===== src/pkg/ofs_regs.vh =====
// Constants for the operand fetch sequencer
`ifndef OFS_REGS_VH
`define OFS_REGS_VH
`define OFS_SM_HI 11
`define OFS_SM_LO 9
`define OFS_SF_HI 8
`define OFS_SF_LO 6
`define OFS_DM_HI 5
`define OFS_DM_LO 3
`define OFS_DF_HI 2
`define OFS_DF_LO 0
`define OFS_PC_STEP 16'h0002
`define OFS_COND_BUS_START 3'h5
`define OFS_BUS_ALT 3'h7
`define OFS_PULSE_NS 15
`define OFS_PULSE_PERIOD_NS 30
`define OFS_TSTATE_NS 60
`define OFS_CLK_NS 40
`define OFS_WORD_RESET 16'h0000
`endif


===== src/hw/ofs_top.v =====
// Operand fetch sequencer: fetch, decode, A and C forks, branches
`timescale 1ns/1ps
`include "ofs_regs.vh"
module ofs_top (
  input wire core_clk,
  input wire sys_rst,
  input wire overlap_start,
  input wire brk_request,
  input wire fp_present,
  input wire is_binary,
  input wire is_single,
  input wire is_float,
  input wire is_mtp,
  input wire is_branch,
  input wire branch_taken,
  input wire [15:0] branch_disp,
  input wire [15:0] bus_data,
  input wire bus_done,
  input wire [15:0] gs_data,
  input wire [15:0] gd_data,
  input wire [15:0] stack_ptr,
  output reg bus_start,
  output reg bus_end_abort,
  output reg [15:0] bus_addr,
  output reg [2:0] microcode_bus_control_field,
  output reg [15:0] instruction_register,
  output reg [15:0] bus_register,
  output reg [15:0] program_counter_copy,
  output reg [15:0] source_operand_register,
  output reg [15:0] destination_operand_register,
  output reg [15:0] coprocessor_address_register,
  output reg [15:0] coprocessor_instruction_register,
  output reg [2:0] gs_sel,
  output reg [2:0] gd_sel,
  output reg request_capture_strobe,
  output reg break_entry,
  output reg execute_go,
  output reg [3:0] tstate
);
  // One-hot machine states
  localparam [15:0] ST_FET0 = 16'h0001; // fetch_start_state
  localparam [15:0] ST_FET1 = 16'h0002; // fetch_complete_state
  localparam [15:0] ST_IRD = 16'h0004; // decode_state
  localparam [15:0] ST_SRC0 = 16'h0008; // post-decode source entry
  localparam [15:0] ST_S45 = 16'h0010; // autodecrement_source_state
  localparam [15:0] ST_S67 = 16'h0020; // index_word_source_state
  localparam [15:0] ST_SBUS = 16'h0040; // source pause
  localparam [15:0] ST_SIND = 16'h0080; // deferred source pause
  localparam [15:0] ST_DST0 = 16'h0100; // destination entry
  localparam [15:0] ST_DBUS = 16'h0200; // destination pause
  localparam [15:0] ST_MTP0 = 16'h0400; // read stack pointer
  localparam [15:0] ST_MTP1 = 16'h0800; // start data fetch
  localparam [15:0] ST_BXX = 16'h1000; // taken_branch_state
  localparam [15:0] ST_EXEC = 16'h2000; // hand to execute fork
  localparam [15:0] ST_BRK = 16'h4000; // break_entry_state
  localparam [15:0] ST_DPAUSE = 16'h8000; // decode pause / abort

  // Cycles per machine state: 60 ns time state over 40 ns clock, up
  localparam integer TS_CYC_N = (`OFS_TSTATE_NS + `OFS_CLK_NS - 1) /
    `OFS_CLK_NS;
  localparam [3:0] TS_CYC = TS_CYC_N[3:0];

  wire [2:0] sm, dm, sf, df;
  wire bin_sm0, dm0, sm123, sm45, sm67, dm123, dac;
  reg [15:0] state, next_state;
  reg [3:0] phase;
  reg brq_s1, brq_s2, brq_held;
  reg next_bus_start, next_abort;
  reg [2:0] next_field;
  reg [15:0] next_addr;
  reg src_odd, c_fork, ird_bus_start_live;
  wire step;

  ofs_mode_decode u_dec (
    .instr(instruction_register),
    .is_binary(is_binary),
    .is_single(is_single),
    .is_float(is_float),
    .is_mtp(is_mtp),
    .source_mode_field(sm),
    .destination_mode_field(dm),
    .src_field(sf),
    .dst_field(df),
    .bin_sm0(bin_sm0),
    .dm0(dm0),
    .sm123(sm123),
    .sm45(sm45),
    .sm67(sm67),
    .dm123(dm123),
    .dac(dac)
  );

  // Conditional bus start gating: top gate and branch term low to assert; both mode terms must be low too unless sm67 with dm123
  function cond_bus_start;
    input [2:0] field;
    input sm123_i, branch_i, brq_i, dac_i, dm123_i, sm67_i;
    reg top_gate, g2, g3, g4, keep;
    begin
      top_gate = !((field == `OFS_COND_BUS_START) ||
        (field == `OFS_BUS_ALT));
      g2 = (field == `OFS_COND_BUS_START) && sm123_i;
      g3 = (field == `OFS_COND_BUS_START) && branch_i && brq_i;
      g4 = (field == `OFS_COND_BUS_START) && dac_i && dm123_i;
      keep = sm67_i && dm123_i;
      cond_bus_start = !top_gate && !g3 && (keep || (!g2 && !g4));
    end
  endfunction

  // Machine state advances once per time state window
  assign step = (phase == TS_CYC - 4'h1);

  // Asynchronous request pin through two flops
  always @(posedge core_clk) begin
    if (sys_rst) begin
      brq_s1 <= 1'b0;
      brq_s2 <= 1'b0;
    end else begin
      brq_s1 <= brk_request;
      brq_s2 <= brq_s1;
    end
  end

  // Next-state and bus control decode
  always @* begin
    next_state = state;
    next_bus_start = 1'b0;
    next_abort = 1'b0;
    next_field = 3'h0;
    next_addr = bus_addr;
    case (state)
      ST_FET0: begin
        // Fetch start checks pending requests first
        if (brq_held) begin
          next_state = ST_BRK;
        end else begin
          next_bus_start = 1'b1;
          next_addr = program_counter_copy;
          next_state = ST_FET1;
        end
      end
      ST_FET1: begin
        if (bus_done) begin
          next_state = ST_IRD;
          next_field = `OFS_COND_BUS_START;
        end
      end
      ST_IRD: begin
        // Decode starts read at PC unless gated off
        next_addr = program_counter_copy;
        next_bus_start = cond_bus_start(microcode_bus_control_field, sm123,
          is_branch, brq_held, dac, dm123, sm67);
        if (is_branch && branch_taken) begin
          next_state = ST_BXX;
        end else if (is_branch) begin
          next_state = brq_held ? ST_FET0 : ST_FET1;
        end else if (is_mtp) begin
          next_state = ST_MTP0;
        end else if (is_binary && !bin_sm0) begin
          next_state = sm67 ? ST_S67 : ST_SRC0;
        end else if (is_float && !dm0) begin
          next_state = ST_DST0;
        end else if (dac && !dm0) begin
          next_state = ST_DST0;
        end else begin
          next_state = ST_EXEC;
        end
        if (next_state == ST_FET0) begin
          next_bus_start = 1'b0;
        end
      end
      ST_SRC0: begin
        // Source entry: modes 1-3 restart, 4-5 abort first
        if (sm45) begin
          next_abort = 1'b1;
          next_state = ST_S45;
        end else begin
          next_abort = ird_bus_start_live;
          next_bus_start = 1'b1;
          next_addr = gs_data;
          next_state = ST_SBUS;
        end
      end
      ST_S45: begin
        // Start only after address decremented
        next_bus_start = 1'b1;
        next_addr = source_operand_register - `OFS_PC_STEP;
        next_state = ST_SBUS;
      end
      ST_S67: begin
        // Index word completes decode transfer at PC
        if (bus_done) begin
          next_bus_start = 1'b1;
          next_addr = bus_data + gs_data;
          next_state = ST_SBUS;
        end
      end
      ST_SBUS: begin
        if (bus_done) begin
          if (src_odd) begin
            next_bus_start = 1'b1;
            next_addr = bus_data;
            next_state = ST_SIND;
          end else begin
            next_state = c_fork ? ST_DST0 : ST_EXEC;
          end
        end
      end
      ST_SIND: next_state = !bus_done ? ST_SIND :
        (c_fork ? ST_DST0 : ST_EXEC);
      ST_DST0: begin
        next_abort = ird_bus_start_live;
        next_bus_start = 1'b1;
        next_addr = gd_data;
        next_state = ST_DBUS;
      end
      ST_DBUS: next_state = bus_done ? ST_EXEC : ST_DBUS;
      ST_MTP0: begin
        // Abort decode read, address from stack pointer
        next_abort = ird_bus_start_live;
        next_addr = stack_ptr;
        next_state = ST_MTP1;
      end
      ST_MTP1: begin
        next_bus_start = 1'b1;
        next_state = ST_SIND;
      end
      ST_BXX: begin
        next_abort = 1'b1;
        next_state = ST_FET0;
      end
      ST_EXEC: begin
        // Overlapped fetch: starting state checks requests
        if (overlap_start && !brq_held) begin
          next_bus_start = 1'b1;
          next_addr = program_counter_copy;
          next_state = ST_FET1;
        end else begin
          next_abort = ird_bus_start_live;
          next_state = ST_FET0;
        end
      end
      ST_BRK: next_state = brq_held ? ST_BRK : ST_FET0;
      default: next_state = ST_FET0;
    endcase
  end

  // State register, datapath loads and outputs
  always @(posedge core_clk) begin
    if (sys_rst) begin
      state <= ST_FET0;
      phase <= 4'h0;
      tstate <= 4'h1;
      brq_held <= 1'b0;
      bus_start <= 1'b0;
      bus_end_abort <= 1'b0;
      bus_addr <= `OFS_WORD_RESET;
      microcode_bus_control_field <= 3'h0;
      instruction_register <= `OFS_WORD_RESET;
      bus_register <= `OFS_WORD_RESET;
      program_counter_copy <= `OFS_WORD_RESET;
      source_operand_register <= `OFS_WORD_RESET;
      destination_operand_register <= `OFS_WORD_RESET;
      coprocessor_address_register <= `OFS_WORD_RESET;
      coprocessor_instruction_register <= `OFS_WORD_RESET;
      gs_sel <= 3'h0;
      gd_sel <= 3'h0;
      request_capture_strobe <= 1'b0;
      break_entry <= 1'b0;
      execute_go <= 1'b0;
      src_odd <= 1'b0;
      c_fork <= 1'b0;
      ird_bus_start_live <= 1'b0;
    end else begin
      // Pulses default low; asserted for one clock only
      bus_start <= 1'b0;
      bus_end_abort <= 1'b0;
      request_capture_strobe <= 1'b0;
      break_entry <= 1'b0;
      execute_go <= 1'b0;
      phase <= step ? 4'h0 : phase + 4'h1;
      tstate <= step ? 4'h1 : {tstate[2:0], 1'b0};
      gs_sel <= sf;
      gd_sel <= df;
      if (step) begin
        state <= next_state;
        bus_start <= next_bus_start;
        bus_end_abort <= next_abort;
        bus_addr <= next_addr;
        microcode_bus_control_field <= next_field;
        if (state == ST_FET1 && bus_done) begin
          instruction_register <= bus_data;
          bus_register <= bus_data;
          program_counter_copy <= program_counter_copy +
            `OFS_PC_STEP;
          request_capture_strobe <= 1'b1;
          if (fp_present) begin
            coprocessor_address_register <= bus_addr;
          end
        end
        if (state == ST_IRD) begin
          ird_bus_start_live <= next_bus_start;
          src_odd <= sm[0];
          c_fork <= ((is_binary && !bin_sm0) || is_float) && !dm0;
          if (fp_present) begin
            coprocessor_instruction_register <= bus_register;
          end
        end else if (next_abort || state == ST_S67) begin
          ird_bus_start_live <= 1'b0;
        end
        if (state == ST_SRC0 || state == ST_DST0 ||
            state == ST_MTP0) begin
          // Anticipatory register loads
          source_operand_register <= gs_data;
          destination_operand_register <= gd_data;
        end
        if (state == ST_SRC0 && sm != 3'h1 && !sm45) begin
          source_operand_register <= gs_data + `OFS_PC_STEP;
        end
        if (state == ST_S45) begin
          source_operand_register <= source_operand_register -
            `OFS_PC_STEP;
        end
        if ((state == ST_SBUS || state == ST_SIND) && bus_done) begin
          bus_register <= bus_data;
        end
        if (state == ST_BXX) begin
          program_counter_copy <= program_counter_copy +
            branch_disp;
          request_capture_strobe <= 1'b1;
        end
        execute_go <= (state == ST_EXEC);
        break_entry <= (next_state == ST_BRK) && (state != ST_BRK);
      end
      // Requests latched on capture strobe or while in the break state
      if (request_capture_strobe || state == ST_BRK) begin
        brq_held <= brq_s2;
      end
    end
  end
endmodule


===== src/hw/ofs_mode_decode.v =====
// Instruction class and addressing mode decoder
`timescale 1ns/1ps
`include "ofs_regs.vh"
module ofs_mode_decode (
  input wire [15:0] instr,
  input wire is_binary,
  input wire is_single,
  input wire is_float,
  input wire is_mtp,
  output wire [2:0] source_mode_field,
  output wire [2:0] destination_mode_field,
  output wire [2:0] src_field,
  output wire [2:0] dst_field,
  output wire bin_sm0,
  output wire dm0,
  output wire sm123,
  output wire sm45,
  output wire sm67,
  output wire dm123,
  output wire dac
);
  // Mode and register fields
  assign source_mode_field = instr[`OFS_SM_HI:`OFS_SM_LO];
  assign destination_mode_field = instr[`OFS_DM_HI:`OFS_DM_LO];
  assign src_field = instr[`OFS_SF_HI:`OFS_SF_LO];
  assign dst_field = instr[`OFS_DF_HI:`OFS_DF_LO];
  // Class predicates used by the forks
  assign bin_sm0 = is_binary && (source_mode_field == 3'h0);
  assign dm0 = (destination_mode_field == 3'h0);
  assign sm123 = is_binary && (source_mode_field >= 3'h1) &&
    (source_mode_field <= 3'h3);
  assign sm45 = is_binary && ((source_mode_field == 3'h4) ||
    (source_mode_field == 3'h5));
  assign sm67 = is_binary && (source_mode_field[2:1] == 2'b11);
  assign dm123 = (destination_mode_field >= 3'h1) &&
    (destination_mode_field <= 3'h3);
  // Destination address calculation class (mtp excluded)
  assign dac = (bin_sm0 || is_single) && !is_mtp && !is_float;
endmodule


===== config.mk =====
export PLATFORM = sky130hd
export DESIGN_NAME = ofs_top
export DESIGN_NICKNAME = d
export VERILOG_FILES = /design/src/hw/ofs_top.v /design/src/hw/ofs_mode_decode.v
export VERILOG_INCLUDE_DIRS = /design/src /design/src/pkg
export SDC_FILE = /design/constraint.sdc
export NUM_CORES = 1
export LEC_CHECK = 0
export BUFFER_PORTS_ARGS = -buffer_cell sky130_fd_sc_hd__buf_2
export CAP_MARGIN = 25
export CORE_MARGIN = 2
export CORE_UTILIZATION = 59
export DETAILED_ROUTE_END_ITERATION = 16
export PLACE_DENSITY = 0.88
export SYNTH_ARGS = -nofsm -noshare
export SYNTH_HDL_FRONTEND = slang
export SYNTH_SLANG_ARGS = --single-unit

===== constraint.sdc =====
create_clock -name core_clk -period 4.9 [get_ports core_clk]
set_input_delay 0.98 -clock core_clk [delete_from_list [all_inputs] [get_ports core_clk]]
set_output_delay 0.98 -clock core_clk [all_outputs]
set_load 0.03 [all_outputs]

# Word-level counts from Yosys, hierarchy flattened
# Cells that the tools add are included.
# op_classes
eq_ne	31
magnitude_cmp	4
bitwise	1
n_reduce_logical	68
addsub	6
n_mux	53
# ops
operator	count
$mux 16	17
$pmux 16 s14	1
$pmux 16 s9	1
$mux 14	10
$add 16x16->16	2
$add 16x2->16 const B	2
$eq 16x1->1 const B	2
$eq 16x15->1 const B	2
$mux 15	2
$logic_and 1x1->1	28
$eq 16x10->1 const B	1
$eq 16x11->1 const B	1
$eq 16x12->1 const B	1
$eq 16x13->1 const B	1
$eq 16x14->1 const B	1
$eq 16x2->1 const B	1
$eq 16x3->1 const B	1
$eq 16x4->1 const B	1
$eq 16x5->1 const B	1
$eq 16x6->1 const B	1
$eq 16x7->1 const B	1
$eq 16x8->1 const B	1
$eq 16x9->1 const B	1
$ne 16x15->1 const B	1
other kinds (28)	82
# totals
word_cells	189
out_inout_bits	146
regBits	172
input_bits	92

# Longest topological paths before layout
# depth
ltp_word	17
ltp_mapped	10
depth_no_buf	10

# By module
# From an unflattened synthesis, not the netlist that was laid out.
# unflattened
cells_unflattened	1281
area_unflattened_um2	9724.3
# by_module_without_submodules
module	area_each_um2	seq_area_each_um2	instances	cells_per_inst
ofs_top	9564.2	3403.3	1	1259
ofs_mode_decode	160.2	0.0	1	22

# Worst setup path after synthesis
# No wires, ideal clock.
# synth_path
path_kind	input to register
startpoint	input bus_data[0]
endpoint	register bus_addr[14]
path_buffers	0
path_slack_ns	1.799
setup_time_ns	0.148
cell_stages	9
required_ns	4.752
t_arrival_ns	2.953
path_cell_list	ha_1 fa_1 a211oi_1 o21ai_0 a311oi_1 o31a_1 o21ai_0 a221oi_1 a211oi_1
# synth_between
elab_chain_len	3
# synth_rtl
item	line	text
start, declared	ofs_top.v:17	input wire [15:0] bus_data,
$add 16x16->16	ofs_top.v:193	next_addr = bus_data + gs_data;
$mux 16	ofs_top.v:191	if (bus_done) begin
$pmux 16 s9	ofs_top.v:130	case (state)
end signal, assigned	ofs_top.v:256	bus_addr <= `OFS_WORD_RESET;
end signal, assigned	ofs_top.v:288	bus_addr <= next_addr;
end, declared	ofs_top.v:24	output reg [15:0] bus_addr,
# No other way between the ends. The select of a mux whose other input is x is not followed.
# A chain may end at the register's enable or synchronous reset.

# Final worst setup path
# layout_path
startpoint	register state[6]
endpoint	register program_counter_copy[14]
# layout_between
elab_chain_len	4
word_cells_on_any_way	6
cone_classes	eq/ne: 2; mux: 1; reduce/logical: 3
# layout_rtl
item	line	text
start, declared	ofs_top.v:65	reg [15:0] state, next_state;
start signal, assigned	ofs_top.v:285	state <= next_state;
$eq 16x2->1	ofs_top.v:290	if (state == ST_FET1 && bus_done) begin
$logic_and 1x1->1	ofs_top.v:290	
$reduce_bool 2->1 (no source line)	--	
$reduce_and 2->1 (no source line)	--	
end signal, assigned	ofs_top.v:260	program_counter_copy <= `OFS_WORD_RESET;
end signal, assigned	ofs_top.v:293	program_counter_copy <= program_counter_copy +
end signal, assigned	ofs_top.v:327	program_counter_copy <= program_counter_copy +
end, declared	ofs_top.v:28	output reg [15:0] program_counter_copy,
# Several ways; a longest one is shown, not always the timed one.

==> parameters.txt <==
Parameter                              Value

Global routing
  Largest net degree at the start of global routing ... 81
  Total global-route track usage ... 0.387
  GRT overflow ... 0
  Initial antenna violation count ... 0
  First-pass GRT wire length ... 55.3 mm
  Vias in the first global route ... 10235

Logic synthesis
  Synthesized net count ... approximately 1400
  EDFF count, synth ... 0
  Post-synthesis instance area ... 10100 sq um
  Portion of the post-synthesis area used by sequential elements ... 0.337
  Post-synthesis cell type count ... 80
  Flops & latches, synth ... 170
  Share of synthesized registers carrying an async set or reset ... 0
  Yosys Warn Count ... 0
  Post-Syn Instances ... 1303
  Avg Cell Area, Syn ... 7.75 sq um
  Most used flip-flop cell after synthesis ... dfxtp_1

CTS
  CTS clock-pin slew for the worst setup and hold paths ... ~0.07 ns
  Max clock buf depth ... 2
  Later-pin clock latency in the skew report ... 0.44 ns
  Post-CTS Hold Fix Bufs ... 0
  CTS tree ... built
  Clock sink count ... 170
  Count of buffers added by post-CTS timing repair for setup ... 0
  Clock root buffer ... clkbuf_16
  Depth of the CTS H-tree ... 4
  Number of cells upsized or downsized after cts ... 0
  Num CTS Buffers ... 17

STA
  Max-slew violation count ... 0
  Count of final setup violators ... 0
  Setup TNS Final ... 0 ns
  Final period demand of the worst path ... 3.71 ns
  Final hold violation count ... 0
  Worst Clk Skew ... roughly 0.011 ns
  RSZ-0062 raised after global routing ... false
  Part of the cycle the worst path needs ... 0.757
  Relative slew slack ... 0.215
  Maximum clock rate ... 269 MHz
  Worst hold slack across all endpoints ... 0.442 ns
  Pin slew with the least headroom to its limit ... 1.17 ns

Route
  Total wirelength of the detailed-routed design ... around 36 mm
  Final ANT Viol Nets ... 0
  Avg WL per Cell ... ~21 um
  Iter 0 DRT Violations ... 1152
  Post-detailed-route via-to-cell ratio ... 6.53
  Drt drc ... 0
  Number of detailed-routing iterations run before antenna repair ... 5
  Via count ... 11257

Critical path
  Crit end category ... flop
  Longest individual stage delay on the worst path ... around 0.98 ns
  Setup Crit Path Kind ... reg2reg
  Setup slack of the most critical reg-to-reg path ... 1.19 ns
  Crit path required time ... approximately 5.3 ns
  Library cell contributing the largest single delay on the critical path ... or4_1
  Cells along the critical path ... nor4_2 > nand4_2 > or4_1 > nand2_2 > a21oi_1 > or4_1 > nor3_1
  Data arrival time of the worst path ... around 4.1 ns
  CP Max Fanout ... 20
  Crit-path most repeated cell ... or4_1
  Setup crit start kind ... flop

Layout
  Share of post-route cells with drive strength above 1 ... 0.208
  Signed area change from the synthesized netlist to the final layout ... 18.1%
  Fill count ... approximately 1400
  Finished Layout Cells ... 1724
  Antenna cells ... 0
  Net total in the final layout ... ~1600

Floorplan
  Count of pins on the block boundary ... 238
  Area of the die ... 18200 sq um
  Floorplan core area ... between 15000 and 20000 sq um
  Floorplan die height ... 135 um
  Initial Util ... 0.607
  Width of the die ... 135 um
  Floorplan row count ... 47

Power and ir drop
  Max IR drop VDD ... approximately 240 uV
  Leakage power figure ... approximately 4.9 nW
  Cell area power density ... 288 nW/um^2

Placed design
  Buffers on Ports ... 236
  RD Place Congestion ... 1.03
  Number of instances in the placed design ... between 1500 and 2000
  HPWL reported at the end of detailed placement ... 26.6 mm

Outcome
  Run status ... completed

Worst hold path
  Class of the most critical hold timing path ... reg2reg

Run
  Max-cap viol count ... 0
==> synth_stat cells, types with 6 or more instances <==
cell | instances | share of area
a211oi_1 | 26 | 0.019
nor4b_1 | 6 | 0.0052
or2_2 | 9 | 0.0056
nand3b_1 | 8 | 0.0059
nor2_1 | 98 | 0.036
ha_1 | 35 | 0.043
or3_1 | 10 | 0.0062
dfxtp_1 | 170 | 0.34
nand3_1 | 31 | 0.015
nand2_1 | 215 | 0.080
mux2i_1 | 23 | 0.023
a21o_1 | 11 | 0.0082
o21ai_0 | 54 | 0.027
buf_2 | 7 | 0.0035
nand4_1 | 25 | 0.015
nor4_1 | 17 | 0.011
nor3_1 | 44 | 0.022
buf_1 | 8 | 0.0030
inv_1 | 22 | 0.0082
and2_1 | 16 | 0.0099
xor2_1 | 20 | 0.017
nand2b_1 | 12 | 0.0074
a22oi_1 | 15 | 0.011
o21a_1 | 7 | 0.0052
clkbuf_1 | 63 | 0.023
nor2b_1 | 16 | 0.0099
o211ai_1 | 18 | 0.013
a221oi_1 | 8 | 0.0069
a31oi_1 | 6 | 0.0037
nor3b_1 | 6 | 0.0045
and3_1 | 14 | 0.0087
a222oi_1 | 13 | 0.013
xnor2_1 | 26 | 0.023
and4_1 | 9 | 0.0078
or4_1 | 9 | 0.0067
a21oi_1 | 139 | 0.069
o2111ai_1 | 9 | 0.0078
==> sequential cells by signal, indices dropped and copies added, names as in the netlist, 3 cells and up <==
signal,count
bus_addr,16
bus_register,16
coprocessor_instruction_register,16
coprocessor_address_register,16
gs_sel,3
instruction_register,16
source_operand_register,16
destination_operand_register,16
tstate,4
gd_sel,3
phase,4
program_counter_copy,16
state,16
==> power breakdown <==
group | internal, W | total [W] | switching [W]
Clock | 0.000714 | 0.00134 | 0.000629
Sequential | 0.00142 | 0.00148 | 0.0000527
Combinational | 0.000211 | 0.000621 | 0.000410
Total | 0.00235 | 0.00344 | 0.00109
==> logic make-up (layout without fill, tap and decap cells) <==
family          after synthesis  count (layout)  share of synthesized area
compound gates              354             354                      0.231
other cells                   1               1                   0.000371
flops                       170             170                      0.337
buf+inv                     105             306                     0.0421
fa+ha+maj                    37              37                     0.0473
xor+xnor                     46              46                     0.0399
mux                          24              24                     0.0239
simple gates                566             566                      0.279
==> critical path, delay by kind of cell (launching register included) <==
family	cells	cell delay, ns
simple gates	6	3.04
flops	1	0.48
compound gates	1	0.11
==> worst paths after layout <==
kind,start,to,cells after the start
min reg2reg,brq_s1$_SDFF_PP0_,brq_s2$_SDFF_PP0_,1
max reg2reg,state[6]$_SDFFE_PP0P_,program_counter_copy[14]$_SDFFE_PP0P_,7
max,state[6]$_SDFFE_PP0P_,program_counter_copy[14]$_SDFFE_PP0P_,7
min,brq_s1$_SDFF_PP0_,brq_s2$_SDFF_PP0_,1
==> cells in the final DEF (no fill, tap or decap), types with 8 or more instances in the layout <==
master and n:
a211oi_1 26, a21o_1 11, a21oi_1 139, a221oi_1 8, a222oi_1 13, a22oi_1 15
and2_1 16, and3_1 14, and4_1 9, buf_2 235, buf_4 15, clkbuf_16 17
dfxtp_1 170, ha_1 35, inv_1 22, mux2i_1 23, nand2_1 215, nand2b_1 12
nand3_1 31, nand3b_1 8, nand4_1 25, nor2_1 97, nor2b_1 16, nor3_1 43
nor4_1 16, o2111ai_1 9, o211ai_1 18, o21ai_0 54, or2_2 9, or3_1 10
or4_1 9, xnor2_1 26, xor2_1 20
==> final cells by class <==
class / instances / area [sq um] / area share
Sequential cell: 170 / 3400 / 0.285
Tap cell: 220 / 275 / 0.0231
Clock inverter: 14 / 140 / 0.0117
Clock buffer: 18 / 429 / 0.0360
Inverter: 23 / 86.3 / 0.00724
Timing Repair Buffer: 251 / 1300 / 0.109
Multi-Input combinational cell: 1028 / 6290 / 0.527
==> through the flow <==
step | total power (W) | setup slack (ns) | util | area, sq um
global route | 0.00354 | 0.947 | 0.717 | 11900
finish | 0.00344 | 1.19 | 0.717 | 11900
CTS | 0.00342 | 1.28 | 0.717 | 11900
detailed placement | 0.00210 | 1.29 | 0.683 | 11400
floorplan | 0.00190 | 1.80 | - | 10100
global placement | 0.00210 | 1.33 | 0.682 | 11300
==> metal layers <==
metal	share of wire	vias up	GRT usage
met4	0.037	0	0.163
met5	0	-	0
met3	0.12	96	0.0796
met2	0.44	745	0.605
met1	0.40	5261	0.521
li1	-	5155	-
(Power assumes the default switching activity.)
